File: src/logic/bacm_defs.svh
`ifndef BACM_DEFS_SVH
`define BACM_DEFS_SVH

// Byte offsets of the register words
`define BACM_OFS_ADDR    5'h00
`define BACM_OFS_AMASK   5'h04
`define BACM_OFS_CYCCTL  5'h08
`define BACM_OFS_DATA    5'h0c
`define BACM_OFS_DMASK   5'h10
`define BACM_OFS_STATUS  5'h14

// Reset values
`define BACM_RST_WORD    32'h0000_0000
`define BACM_RST_CYCCTL  16'h0000

// Writable bits of the cycle control word; 15 to 11 read as zero
`define BACM_CYCCTL_WMASK 16'h07ff

// Status word field positions
`define BACM_ST_SEEN     0
`define BACM_ST_IBUS     1

// Codes
`define BACM_CODE_OFF    2'h0
`define BACM_RESP_OKAY   2'h0
`define BACM_RESP_SLVERR 2'h2

`endif

File: src/logic/bacm_pkg.sv
package bacm_pkg;

  typedef logic [1:0] bacm_code_t;

  // Layout of the cycle control word, most significant field first
  typedef struct packed {
    logic [4:0] rsvd;
    logic [2:0] master;
    bacm_code_t bus;
    bacm_code_t access;
    bacm_code_t dir;
    bacm_code_t size;
  } bacm_cyc_ctrl_s;

endpackage
File: src/logic/bacm_chan_a_match.sv
`timescale 1ns/1ps
`include "bacm_defs.svh"

// Notes on behaviour
// - Bus code 01/11 local, 10 internal
// - Access code: fetch, data, or either
// - Direction code: read, write, or both
// - Size code 00 ignores, else byte/word/long
// - Code 00 in bus/access/direction disables matching
// - Compare data word, read/write, resets zero
// - Bus choice also selects compared data bus
// - Data mask bit 1 excludes that bit
// - Address compared on selected address bus
// - Address mask bit 1 excludes that bit
module bacm_chan_a_match #(
  parameter int ADDR_W = 8
) (
  // Clock and reset
  input  wire logic                 i_core_clk,
  input  wire logic                 i_rst_n,
  // AXI4-Lite write channels
  input  wire logic [ADDR_W-1:0]    i_s_axi_awaddr,
  input  wire logic                 i_s_axi_awvalid,
  output logic                      o_s_axi_awready,
  input  wire logic [31:0]          i_s_axi_wdata,
  input  wire logic [3:0]           i_s_axi_wstrb,
  input  wire logic                 i_s_axi_wvalid,
  output logic                      o_s_axi_wready,
  output logic [1:0]                o_s_axi_bresp,
  output logic                      o_s_axi_bvalid,
  input  wire logic                 i_s_axi_bready,
  // AXI4-Lite read channels
  input  wire logic [ADDR_W-1:0]    i_s_axi_araddr,
  input  wire logic                 i_s_axi_arvalid,
  output logic                      o_s_axi_arready,
  output logic [31:0]               o_s_axi_rdata,
  output logic [1:0]                o_s_axi_rresp,
  output logic                      o_s_axi_rvalid,
  input  wire logic                 i_s_axi_rready,
  // Local bus cycle
  input  wire logic                 i_lbus_valid,
  input  wire logic [31:0]          i_local_address_bus,
  input  wire logic [31:0]          i_local_data_bus,
  input  wire logic                 i_lbus_fetch,
  input  wire logic                 i_lbus_write,
  input  wire bacm_pkg::bacm_code_t i_lbus_size,
  // Internal bus cycle
  input  wire logic                 i_ibus_valid,
  input  wire logic [31:0]          i_internal_address_bus,
  input  wire logic [31:0]          i_internal_data_bus,
  input  wire logic                 i_ibus_fetch,
  input  wire logic                 i_ibus_write,
  input  wire bacm_pkg::bacm_code_t i_ibus_size,
  input  wire logic                 i_ibus_cpu,
  // Match result
  output logic                      o_match_a,
  output logic                      o_match_on_ibus
);
  import bacm_pkg::*;

  if (ADDR_W < 6 || ADDR_W > 32) begin : g_chk
    $error("bacm_chan_a_match: ADDR_W must lie in 6..32");
  end

  // Register file and write channel state
  logic [31:0]    break_address_a_q, break_address_a_d;
  logic [31:0]    break_address_mask_a_q, break_address_mask_a_d;
  logic [15:0]    break_cycle_control_a_q, break_cycle_control_a_d;
  logic [31:0]    break_compare_data_a_q, break_compare_data_a_d;
  logic [31:0]    break_data_mask_a_q, break_data_mask_a_d;
  logic           seen_q, seen_d;
  logic           last_ibus_q, last_ibus_d;
  logic           aw_have_q, aw_have_d;
  logic [4:0]     aw_ofs_q, aw_ofs_d;
  logic           aw_far_q, aw_far_d;
  logic           w_have_q, w_have_d;
  logic [31:0]    wdata_q, wdata_d;
  logic [3:0]     wstrb_q, wstrb_d;
  logic           awready_q, awready_d;
  logic           wready_q, wready_d;
  logic           bvalid_q, bvalid_d;
  logic [1:0]     bresp_q, bresp_d;
  // Read channel state
  logic           arready_q, arready_d;
  logic           rvalid_q, rvalid_d;
  logic [31:0]    rdata_q, rdata_d;
  logic [1:0]     rresp_q, rresp_d;
  // Match state
  logic           match_q, match_d;
  logic           on_ibus_q, on_ibus_d;

  bacm_cyc_ctrl_s cc;
  logic           do_wr;
  logic [31:0]    status_word;
  logic           lq_ok, iq_ok, la_eq, ia_eq, ld_eq, id_eq;
  logic           lb_sel, ib_sel, data_on, lb_hit, ib_hit;

  assign cc          = bacm_cyc_ctrl_s'(break_cycle_control_a_q);
  assign status_word = {30'h0, last_ibus_q, seen_q};
  assign do_wr       = aw_have_q && w_have_q && !bvalid_q;

  function automatic logic [31:0] merge(input logic [31:0] old_v,
                                        input logic [31:0] new_v,
                                        input logic [3:0]  strb);
    logic [31:0] res;
    res = old_v;
    for (int b = 0; b < 4; b++) begin
      if (strb[b]) begin
        res[8*b +: 8] = new_v[8*b +: 8];
      end
    end
    return res;
  endfunction

  // Write path: address and data are taken in either order, then one response
  always_comb begin
    break_address_a_d       = break_address_a_q;
    break_address_mask_a_d  = break_address_mask_a_q;
    break_cycle_control_a_d = break_cycle_control_a_q;
    break_compare_data_a_d  = break_compare_data_a_q;
    break_data_mask_a_d     = break_data_mask_a_q;
    aw_have_d               = aw_have_q;
    aw_ofs_d                = aw_ofs_q;
    aw_far_d                = aw_far_q;
    w_have_d                = w_have_q;
    wdata_d                 = wdata_q;
    wstrb_d                 = wstrb_q;
    bvalid_d                = bvalid_q;
    bresp_d                 = bresp_q;
    // Hardware set wins over a clear in the same cycle
    seen_d                  = seen_q;
    last_ibus_d             = last_ibus_q;
    if (i_s_axi_awvalid && awready_q) begin
      aw_have_d = 1'b1;
      aw_ofs_d  = {i_s_axi_awaddr[4:2], 2'b00};
      aw_far_d  = |i_s_axi_awaddr[ADDR_W-1:5];
    end
    if (i_s_axi_wvalid && wready_q) begin
      w_have_d = 1'b1;
      wdata_d  = i_s_axi_wdata;
      wstrb_d  = i_s_axi_wstrb;
    end
    if (bvalid_q && i_s_axi_bready) begin
      bvalid_d = 1'b0;
    end
    if (do_wr) begin
      aw_have_d = 1'b0;
      w_have_d  = 1'b0;
      bvalid_d  = 1'b1;
      bresp_d   = `BACM_RESP_OKAY;
      if (aw_far_q) begin
        bresp_d = `BACM_RESP_SLVERR;
      end else begin
        case (aw_ofs_q)
          `BACM_OFS_ADDR:   break_address_a_d = merge(break_address_a_q, wdata_q, wstrb_q);
          `BACM_OFS_AMASK:  break_address_mask_a_d =
                              merge(break_address_mask_a_q, wdata_q, wstrb_q);
          `BACM_OFS_CYCCTL: break_cycle_control_a_d = 16'(merge(
                              {16'h0, break_cycle_control_a_q}, wdata_q, wstrb_q))
                              & `BACM_CYCCTL_WMASK;
          `BACM_OFS_DATA:   break_compare_data_a_d =
                              merge(break_compare_data_a_q, wdata_q, wstrb_q);
          `BACM_OFS_DMASK:  break_data_mask_a_d =
                              merge(break_data_mask_a_q, wdata_q, wstrb_q);
          `BACM_OFS_STATUS: begin
            // Write one to clear
            if (wstrb_q[0] && wdata_q[`BACM_ST_SEEN]) begin
              seen_d = 1'b0;
            end
            if (wstrb_q[0] && wdata_q[`BACM_ST_IBUS]) begin
              last_ibus_d = 1'b0;
            end
          end
          default:          bresp_d = `BACM_RESP_SLVERR;
        endcase
      end
    end
    if (match_q) begin
      seen_d      = 1'b1;
      last_ibus_d = on_ibus_q;
    end
    // Each channel stays closed until its word is used and answered
    awready_d = !aw_have_d && !bvalid_d;
    wready_d  = !w_have_d && !bvalid_d;
  end

  always_ff @(posedge i_core_clk) begin
    if (!i_rst_n) begin
      break_address_a_q       <= `BACM_RST_WORD;
      break_address_mask_a_q  <= `BACM_RST_WORD;
      break_cycle_control_a_q <= `BACM_RST_CYCCTL;
      break_compare_data_a_q  <= `BACM_RST_WORD;
      break_data_mask_a_q     <= `BACM_RST_WORD;
      seen_q                  <= 1'b0;
      last_ibus_q             <= 1'b0;
      aw_have_q               <= 1'b0;
      aw_ofs_q                <= 5'h00;
      aw_far_q                <= 1'b0;
      w_have_q                <= 1'b0;
      wdata_q                 <= 32'h0;
      wstrb_q                 <= 4'h0;
      awready_q               <= 1'b0;
      wready_q                <= 1'b0;
      bvalid_q                <= 1'b0;
      bresp_q                 <= `BACM_RESP_OKAY;
    end else begin
      break_address_a_q       <= break_address_a_d;
      break_address_mask_a_q  <= break_address_mask_a_d;
      break_cycle_control_a_q <= break_cycle_control_a_d;
      break_compare_data_a_q  <= break_compare_data_a_d;
      break_data_mask_a_q     <= break_data_mask_a_d;
      seen_q                  <= seen_d;
      last_ibus_q             <= last_ibus_d;
      aw_have_q               <= aw_have_d;
      aw_ofs_q                <= aw_ofs_d;
      aw_far_q                <= aw_far_d;
      w_have_q                <= w_have_d;
      wdata_q                 <= wdata_d;
      wstrb_q                 <= wstrb_d;
      awready_q               <= awready_d;
      wready_q                <= wready_d;
      bvalid_q                <= bvalid_d;
      bresp_q                 <= bresp_d;
    end
  end

  // Read path: one read in flight, data registered with its valid
  always_comb begin
    rvalid_d = rvalid_q;
    rdata_d  = rdata_q;
    rresp_d  = rresp_q;
    if (rvalid_q && i_s_axi_rready) begin
      rvalid_d = 1'b0;
    end
    if (i_s_axi_arvalid && arready_q) begin
      rvalid_d = 1'b1;
      rresp_d  = `BACM_RESP_OKAY;
      rdata_d  = 32'h0;
      if (|i_s_axi_araddr[ADDR_W-1:5]) begin
        rresp_d = `BACM_RESP_SLVERR;
      end else begin
        case ({i_s_axi_araddr[4:2], 2'b00})
          `BACM_OFS_ADDR:   rdata_d = break_address_a_q;
          `BACM_OFS_AMASK:  rdata_d = break_address_mask_a_q;
          `BACM_OFS_CYCCTL: rdata_d = {16'h0, break_cycle_control_a_q};
          `BACM_OFS_DATA:   rdata_d = break_compare_data_a_q;
          `BACM_OFS_DMASK:  rdata_d = break_data_mask_a_q;
          `BACM_OFS_STATUS: rdata_d = status_word;
          default:          rresp_d = `BACM_RESP_SLVERR;
        endcase
      end
    end
    arready_d = !rvalid_d;
  end

  always_ff @(posedge i_core_clk) begin
    if (!i_rst_n) begin
      arready_q <= 1'b0;
      rvalid_q  <= 1'b0;
      rdata_q   <= 32'h0;
      rresp_q   <= `BACM_RESP_OKAY;
    end else begin
      arready_q <= arready_d;
      rvalid_q  <= rvalid_d;
      rdata_q   <= rdata_d;
      rresp_q   <= rresp_d;
    end
  end

  // Comparators, one set per bus
  bacm_cyc_qual u_lqual (
    .i_ctrl  (cc),
    .i_fetch (i_lbus_fetch),
    .i_write (i_lbus_write),
    .i_size  (i_lbus_size),
    .o_ok    (lq_ok)
  );
  bacm_cyc_qual u_iqual (
    .i_ctrl  (cc),
    .i_fetch (i_ibus_fetch),
    .i_write (i_ibus_write),
    .i_size  (i_ibus_size),
    .o_ok    (iq_ok)
  );
  bacm_mask_cmp #(.WIDTH(32)) u_laddr (
    .i_value (i_local_address_bus),
    .i_ref   (break_address_a_q),
    .i_mask  (break_address_mask_a_q),
    .o_equal (la_eq)
  );
  bacm_mask_cmp #(.WIDTH(32)) u_iaddr (
    .i_value (i_internal_address_bus),
    .i_ref   (break_address_a_q),
    .i_mask  (break_address_mask_a_q),
    .o_equal (ia_eq)
  );
  bacm_mask_cmp #(.WIDTH(32)) u_ldata (
    .i_value (i_local_data_bus),
    .i_ref   (break_compare_data_a_q),
    .i_mask  (break_data_mask_a_q),
    .o_equal (ld_eq)
  );
  bacm_mask_cmp #(.WIDTH(32)) u_idata (
    .i_value (i_internal_data_bus),
    .i_ref   (break_compare_data_a_q),
    .i_mask  (break_data_mask_a_q),
    .o_equal (id_eq)
  );

  // Data takes part only once a size is set; a fetch must match on data as well
  assign data_on = (cc.size != `BACM_CODE_OFF);
  assign lb_sel  = (cc.bus == 2'h1) || (cc.bus == 2'h3);
  // Only processor cycles count on the internal bus
  assign ib_sel  = (cc.bus == 2'h2) && cc.master[0];
  assign lb_hit  = i_lbus_valid && lb_sel && lq_ok && la_eq
                   && (!data_on || ld_eq);
  assign ib_hit  = i_ibus_valid && i_ibus_cpu && ib_sel && iq_ok && ia_eq
                   && (!data_on || id_eq);

  always_comb begin
    match_d   = lb_hit || ib_hit;
    on_ibus_d = ib_hit;
  end

  always_ff @(posedge i_core_clk) begin
    if (!i_rst_n) begin
      match_q   <= 1'b0;
      on_ibus_q <= 1'b0;
    end else begin
      match_q   <= match_d;
      on_ibus_q <= on_ibus_d;
    end
  end

  assign o_s_axi_awready = awready_q;
  assign o_s_axi_wready  = wready_q;
  assign o_s_axi_bvalid  = bvalid_q;
  assign o_s_axi_bresp   = bresp_q;
  assign o_s_axi_arready = arready_q;
  assign o_s_axi_rvalid  = rvalid_q;
  assign o_s_axi_rdata   = rdata_q;
  assign o_s_axi_rresp   = rresp_q;
  assign o_match_a       = match_q;
  assign o_match_on_ibus = on_ibus_q;
endmodule

File: src/logic/bacm_cyc_qual.sv
`timescale 1ns/1ps
`include "bacm_defs.svh"

module bacm_cyc_qual (
  // Setup
  input  wire bacm_pkg::bacm_cyc_ctrl_s i_ctrl,
  // Bus cycle attributes
  input  wire logic                     i_fetch,
  input  wire logic                     i_write,
  input  wire bacm_pkg::bacm_code_t     i_size,
  // Result
  output logic                          o_ok
);
  import bacm_pkg::*;

  logic access_ok;
  logic dir_ok;
  logic size_ok;

  always_comb begin
    case (i_ctrl.access)
      2'h1:    access_ok = i_fetch;
      2'h2:    access_ok = !i_fetch;
      2'h3:    access_ok = 1'b1;
      default: access_ok = 1'b0;
    endcase
    case (i_ctrl.dir)
      2'h1:    dir_ok = !i_write;
      2'h2:    dir_ok = i_write;
      2'h3:    dir_ok = 1'b1;
      default: dir_ok = 1'b0;
    endcase
    // Size code 00 leaves the size out
    size_ok = (i_ctrl.size == `BACM_CODE_OFF) || (i_size == i_ctrl.size);
  end

  assign o_ok = access_ok && dir_ok && size_ok;

endmodule

File: src/logic/bacm_mask_cmp.sv
`timescale 1ns/1ps

module bacm_mask_cmp #(
  parameter int WIDTH = 32
) (
  // Operands
  input  wire logic [WIDTH-1:0] i_value,
  input  wire logic [WIDTH-1:0] i_ref,
  input  wire logic [WIDTH-1:0] i_mask,
  // Result
  output logic                  o_equal
);

  if (WIDTH < 1) begin : g_chk
    $error("bacm_mask_cmp: WIDTH must be positive");
  end

  // A mask bit of 1 leaves that bit out of the compare
  assign o_equal = ~|((i_value ^ i_ref) & ~i_mask);

endmodule

File: config.mk
export PLATFORM = sky130hd
export DESIGN_NAME = bacm_chan_a_match
export DESIGN_NICKNAME = d
export VERILOG_FILES = /design/src/logic/bacm_pkg.sv /design/src/logic/bacm_chan_a_match.sv /design/src/logic/bacm_cyc_qual.sv /design/src/logic/bacm_mask_cmp.sv
export VERILOG_INCLUDE_DIRS = /design/src /design/src/logic
export SDC_FILE = /design/constraint.sdc
export NUM_CORES = 1
export LEC_CHECK = 0
export ABC_AREA = 1
export BUFFER_PORTS_ARGS = -buffer_cell sky130_fd_sc_hd__buf_2
export CORE_MARGIN = 5
export CORE_UTILIZATION = 48
export DETAILED_ROUTE_END_ITERATION = 8
export MAX_ROUTING_LAYER = met4
export PLACE_DENSITY = 0.81
export SYNTH_ARGS = -nofsm -noshare
export SYNTH_HDL_FRONTEND = slang
export SYNTH_SLANG_ARGS = --single-unit
export TNS_END_PERCENT = 50
File: constraint.sdc
create_clock -name i_core_clk -period 4.21 [get_ports i_core_clk]
set_input_delay 0.2105 -clock i_core_clk [delete_from_list [all_inputs] [get_ports i_core_clk]]
set_output_delay 0.2105 -clock i_core_clk [all_outputs]
set_load 0.005 [all_outputs]
== Yosys cells after proc, flatten, opt, wreduce, memory -nomap -nowiden ==
Cells that the tools add are included.
Widths: inputs -> output; s select.

* Bitwise gates (word level): 11
* Reductions and logical operators: 81
* Equality and inequality tests: 22
* Mux-type cells: 28

{| class="wikitable"
|+ Operators by type and width
! operator !! count
|-
| $pmux 32 s6 || 1
|-
| $and 32x32->32 || 4
|-
| $reduce_or 32->1 || 4
|-
| $xor 32x32->32 || 4
|-
| $reduce_and 4->1 || 20
|-
| $not 32->32 || 2
|-
| $mux 32 || 1
|-
| $logic_and 1x1->1 || 25
|-
| $mux 1 || 18
|-
| $logic_not 1->1 || 14
|-
| $eq 2x2->1 const B || 6
|-
| $eq 3x2->1 const B || 4
|-
| $eq 3x3->1 const B || 4
|-
| $pmux 1 s3 || 4
|-
| $reduce_or 6->1 || 2
|-
| $reduce_bool 2->1 || 5
|-
| $mux 2 || 4
|-
| $eq 2x1->1 const B || 3
|-
| $eq 3x1->1 const B || 2
|-
| $logic_or 1x1->1 || 6
|-
| $reduce_or 3->1 || 2
|-
| $logic_not 5->1 || 1
|-
| $eq 2x2->1 || 2
|-
| $logic_not 3->1 || 1
|-
| other kinds (3) || 3
|}

* Output and inout bits: 43
* Flip-flop bits (word level): 226
* Logic and storage cells: 178
* Input port bits: 198

== Logic depth before layout (Yosys ltp) ==
* Depth in word-level cells: 8
* Gate-level depth with buffers: 12
* Gate-level depth less buffers: 12

== By module ==
A second synthesis with hierarchy kept.

* Cells, all modules: 2,079
* Area, all modules: 12,458.2 um^2

{| class="wikitable"
|+ By module, submodules not included
! module !! area an instance (um^2) !! cells an instance !! times used !! seq. area each (um^2)
|-
| bacm_chan_a_match || 9,072.5 || 1,217 || 1 || 4,484.3
|-
| bacm_mask_cmp || 803.3 || 205 || 4 || 0.0
|-
| bacm_cyc_qual || 86.3 || 21 || 2 || 0.0
|}

== Least setup slack after synthesis ==
Ideal clock, no wire load.

* Kind: reg2reg
* From: register bvalid_q (netlist: o_s_axi_bvalid)
* To: register break_compare_data_a_q[6]
* Path buffers: 2
* Stages on the path, launching flop included: 9
* Arrival time: 1.254 ns
* Slack: 2.836 ns
* Data required time: 4.091 ns
* Cell sequence: dfxtp_1 inv_1 nand3_1 inv_2 buf_4 nand3_1 buf_6 o21ai_0 a21oi_1

* Longest elaborated chain between the ends: 3

{| class="wikitable"
|+ Ends and longest elaborated chain
! what !! line !! RTL
|-
| start: declaration || bacm_chan_a_match.sv:81 || <nowiki>logic bvalid_q, bvalid_d;</nowiki>
|-
| start signal: assignment || bacm_chan_a_match.sv:222 || <nowiki>bvalid_q <= bvalid_d;</nowiki>
|-
| $logic_not 1->1 || bacm_chan_a_match.sv:100 || <nowiki>assign do_wr = aw_have_q && w_have_q && !bvalid_q;</nowiki>
|-
| $logic_and 1x1->1 || bacm_chan_a_match.sv:100 ||
|-
| $reduce_and 4->1 (no line) || n/a ||
|-
| end signal: assignment || bacm_chan_a_match.sv:192 || <nowiki>break_compare_data_a_q <= `BACM_RST_WORD;</nowiki>
|-
| end signal: assignment || bacm_chan_a_match.sv:210 || <nowiki>break_compare_data_a_q <= break_compare_data_a_d;</nowiki>
|-
| end: declaration || bacm_chan_a_match.sv:69 || <nowiki>logic [31:0] break_compare_data_a_q, break_compare_data_a_d;</nowiki>
|}

No other way between the ends.
A chain may end at the register's enable or synchronous reset.

== Worst setup path after layout ==
* From: register wready_q (netlist: o_s_axi_wready)
* To: register wdata_q[18]

* Longest elaborated chain between the ends: 1

{| class="wikitable"
|+ Ends and longest elaborated chain
! what !! line !! RTL
|-
| start: declaration || bacm_chan_a_match.sv:80 || <nowiki>logic wready_q, wready_d;</nowiki>
|-
| start signal: assignment || bacm_chan_a_match.sv:221 || <nowiki>wready_q <= wready_d;</nowiki>
|-
| $logic_and 1x1->1 || bacm_chan_a_match.sv:138 || <nowiki>if (i_s_axi_wvalid && wready_q) begin</nowiki>
|-
| end signal: assignment || bacm_chan_a_match.sv:218 || <nowiki>wdata_q <= wdata_d;</nowiki>
|-
| end: declaration || bacm_chan_a_match.sv:77 || <nowiki>logic [31:0] wdata_q, wdata_d;</nowiki>
|}

No other way between the ends.

==> results.yml <==
global_route:
  gr-usage-all-layers: 0.294
  antenna_found_initial: 3
  grt_max_degree: 84
  grt_pass1_wl_mm: 60.2
  grt_pass1_vias: 11300
  grt_overflow: 0
final_layout:
  drive_above_1_share: 0.149
  stdcell_area_um2: 13600
  final_common_cell: "nand2_1"
  final_cell_mix: "nand2_1, o21ai_0, inv_1"
  layoutNonFillerInstCount: 2304
  postLayoutCoreUtil: 0.597
  fillers: 2143
  fin_nets: 2166
  syn_to_final_growth_pct: 21.5
worst_setup_path:
  path_common_cell: "nor2_1"
  r2r_cells: 5
  critPathLaunchType: "register"
  critPathMaxFanout: 40
  cpMaxStageDelayCell: "clkinv_1"
  critical-path-max-stage-delay_ns: 0.97
  critPathCaptureType: "register"
  worstPathCellList: "nand2_1 > buf_4 > clkinv_1 > nor2_1 > nor2_1"
  worstPathArrival_ns: 2.75
  required_ns: 4.61
  worstSetupPathType: "register to register"
power:
  power_mw: 4.74
  ir_drop_v: 0.000241
  leakage_nw: 5.89
  p_per_area_nw_per_um2: 349
sta:
  hold_viol_final: 0
  fin_crit_sh: 0.559
  skew_ns: 0.00756
  tns_ns: 0
  relSlewSlack: 0.269
  slew_viol_final: 0
  worstMarginPinSlew_ns: 1.09
  rsz0062_at_grt: "false"
  setup_viol: 0
  fmax_ghz: 0.425
  fin_crit_ns: 2.35
cts:
  clockBufferDepth: 3
  post_cts_buffers: 0
  clkTransAtPathRegs_ns: 0.06
  insertion_delay_ns: 0.52
  cts_tree: "done"
  cts_buffers: 25
  ctsHtreeMaxLevel: 1
  root_buffer: "clkbuf_16"
  clock-sinks: 224
route:
  drtPass1Iterations: 7
  drc_errors: 0
  finalWirelength_mm: 39.7
  drt_iter0_drc: 1727
  postRouteAntennaNets: 0
  vias: 12400
  viasPerCell: 5.38
  wl_per_cell_um: 17.2
hold_path:
  min_path_cells: 3
  hp-class: "input port to register"
synthesis:
  ys_ff_latch: 224
  synth_area_um2: 11200
  ys_warn_count: 0
  synthCells: 1733
  avgSynthCellArea_um2: 6.46
  yosysSeqAreaShare: 0.401
  synth_cell_types: 29
floorplanning:
  coreArea_um2: 22800
  chipHeight_um: 163
  boundaryPins: 241
  num_rows: 55
  start_util: 0.491
  die_area_um2: 26500
  die_w_um: 163
job:
  drv_cap: 0
place:
  dp_hpwl_mm: 29.7
  place_area_um2: 12500
  dp_cells: 2222
  port_buffers: 234
  gp_congestion: 0.962
status:
  outcome: "finished clean"
==> worst max-delay path, delay by kind of cell (launching register included) <==
kind,cells,cell delay (ns)
flip-flops,1,0.31
buffers and inverters,2,1.35
AND/OR/NAND/NOR,3,0.57
==> flip-flops by register name (all words and copies together), names as in the netlist, 3 cells and up <==
name and cells:
wdata_q 32, aw_ofs_q 3, break_address_a_q 32, break_address_mask_a_q 32
wstrb_q 4, o_s_axi_rdata 32, break_cycle_control_a_q 11, break_compare_data_a_q 32
break_data_mask_a_q 32
==> per-layer routing <==
| metal | wire, um | part of all wire | vias to the layer above | track usage |
|---|---|---|---|---|
| met5 | 0 | 0 | - | - |
| met4 | 1360 | 0.034 | 0 | 0.0949 |
| met3 | 4530 | 0.11 | 84 | 0.0440 |
| met2 | 17900 | 0.45 | 678 | 0.465 |
| met1 | 15900 | 0.40 | 5517 | 0.389 |
| li1 | - | - | 6107 | - |
==> report_power, final <==
part | switching [mW] | total (mW) | internal [mW]
clock | 0.880 | 2.08 | 1.20
combinational | 0.274 | 0.452 | 0.179
sequential | 0.0557 | 2.21 | 2.16
total | 1.21 | 4.74 | 3.53
==> kinds of logic after synthesis <==
logic type | synth area share
and+or+nand+nor | 0.251
AOI/OAI and AO/OA | 0.230
xor gates and xnor gates | 0.00626
other | 0.000335
DFF | 0.401
buffers and inverters | 0.112
==> worst paths after layout <==
check	start	end	slack (ns)
min	i_s_axi_awaddr[5]	aw_far_q$_SDFFE_PN0P_	0.02
max reg2reg	o_s_axi_wready$_SDFF_PN0_	wdata_q[18]$_SDFFE_PN0P_	1.86
max	o_s_axi_wready$_SDFF_PN0_	wdata_q[18]$_SDFFE_PN0P_	1.86
min reg2reg	o_s_axi_rdata[14]$_SDFFE_PN0P_	o_s_axi_rdata[14]$_SDFFE_PN0P_	0.46
==> stage by stage <==
stage	setup WS [ns]	hold WS (ns)
finish	1.86	0.0160
global route	1.67	0.0200
CTS	1.85	0.00467
detailed placement	1.85	0.451
global placement	1.88	0.443
floorplan	2.84	0.359
==> repair_timing <==
item                      CTS  global route
hold buffers               32             0
hold endpoints to repair   32             0
gates resized for setup     0             0
==> synth_stat cells <==
| cell | instances | share of area |
|---|---|---|
| a211oi_1 | 1 | 0.00067 |
| a21oi_1 | 188 | 0.084 |
| buf_1 | 3 | 0.0010 |
| buf_2 | 16 | 0.0072 |
| buf_4 | 5 | 0.0034 |
| buf_6 | 6 | 0.0060 |
| clkbuf_1 | 39 | 0.013 |
| clkinv_1 | 2 | 0.00067 |
| conb_1 | 1 | 0.00034 |
| dfxtp_1 | 224 | 0.40 |
| inv_1 | 237 | 0.079 |
| inv_2 | 5 | 0.0017 |
| nand2_1 | 375 | 0.13 |
| nand3_1 | 91 | 0.041 |
| nand3_2 | 2 | 0.0018 |
| nand4_1 | 3 | 0.0017 |
| nor2_1 | 214 | 0.072 |
| nor3_1 | 2 | 0.00089 |
| nor3_2 | 1 | 0.00089 |
| nor3_4 | 2 | 0.0029 |
| nor4_1 | 3 | 0.0017 |
| nor4_4 | 1 | 0.0019 |
| o211ai_1 | 2 | 0.0013 |
| o21ai_0 | 238 | 0.11 |
| o21ai_1 | 1 | 0.00045 |
| o221ai_1 | 9 | 0.0070 |
| o22ai_1 | 53 | 0.030 |
| or2_2 | 1 | 0.00056 |
| xnor2_1 | 8 | 0.0063 |
==> layout make-up <==
class	count	area, um2	area share
clock inverters	7	35.0	0.00258
well taps	313	392	0.0288
diodes	5	12.5	0.000920
inverters	244	916	0.0674
repair buffers	276	1570	0.115
flip-flops and latches	224	4480	0.330
clock buffers	38	734	0.0540
multi-input cells	1197	5450	0.401
Note: power is estimated with default switching activity, not from simulation.
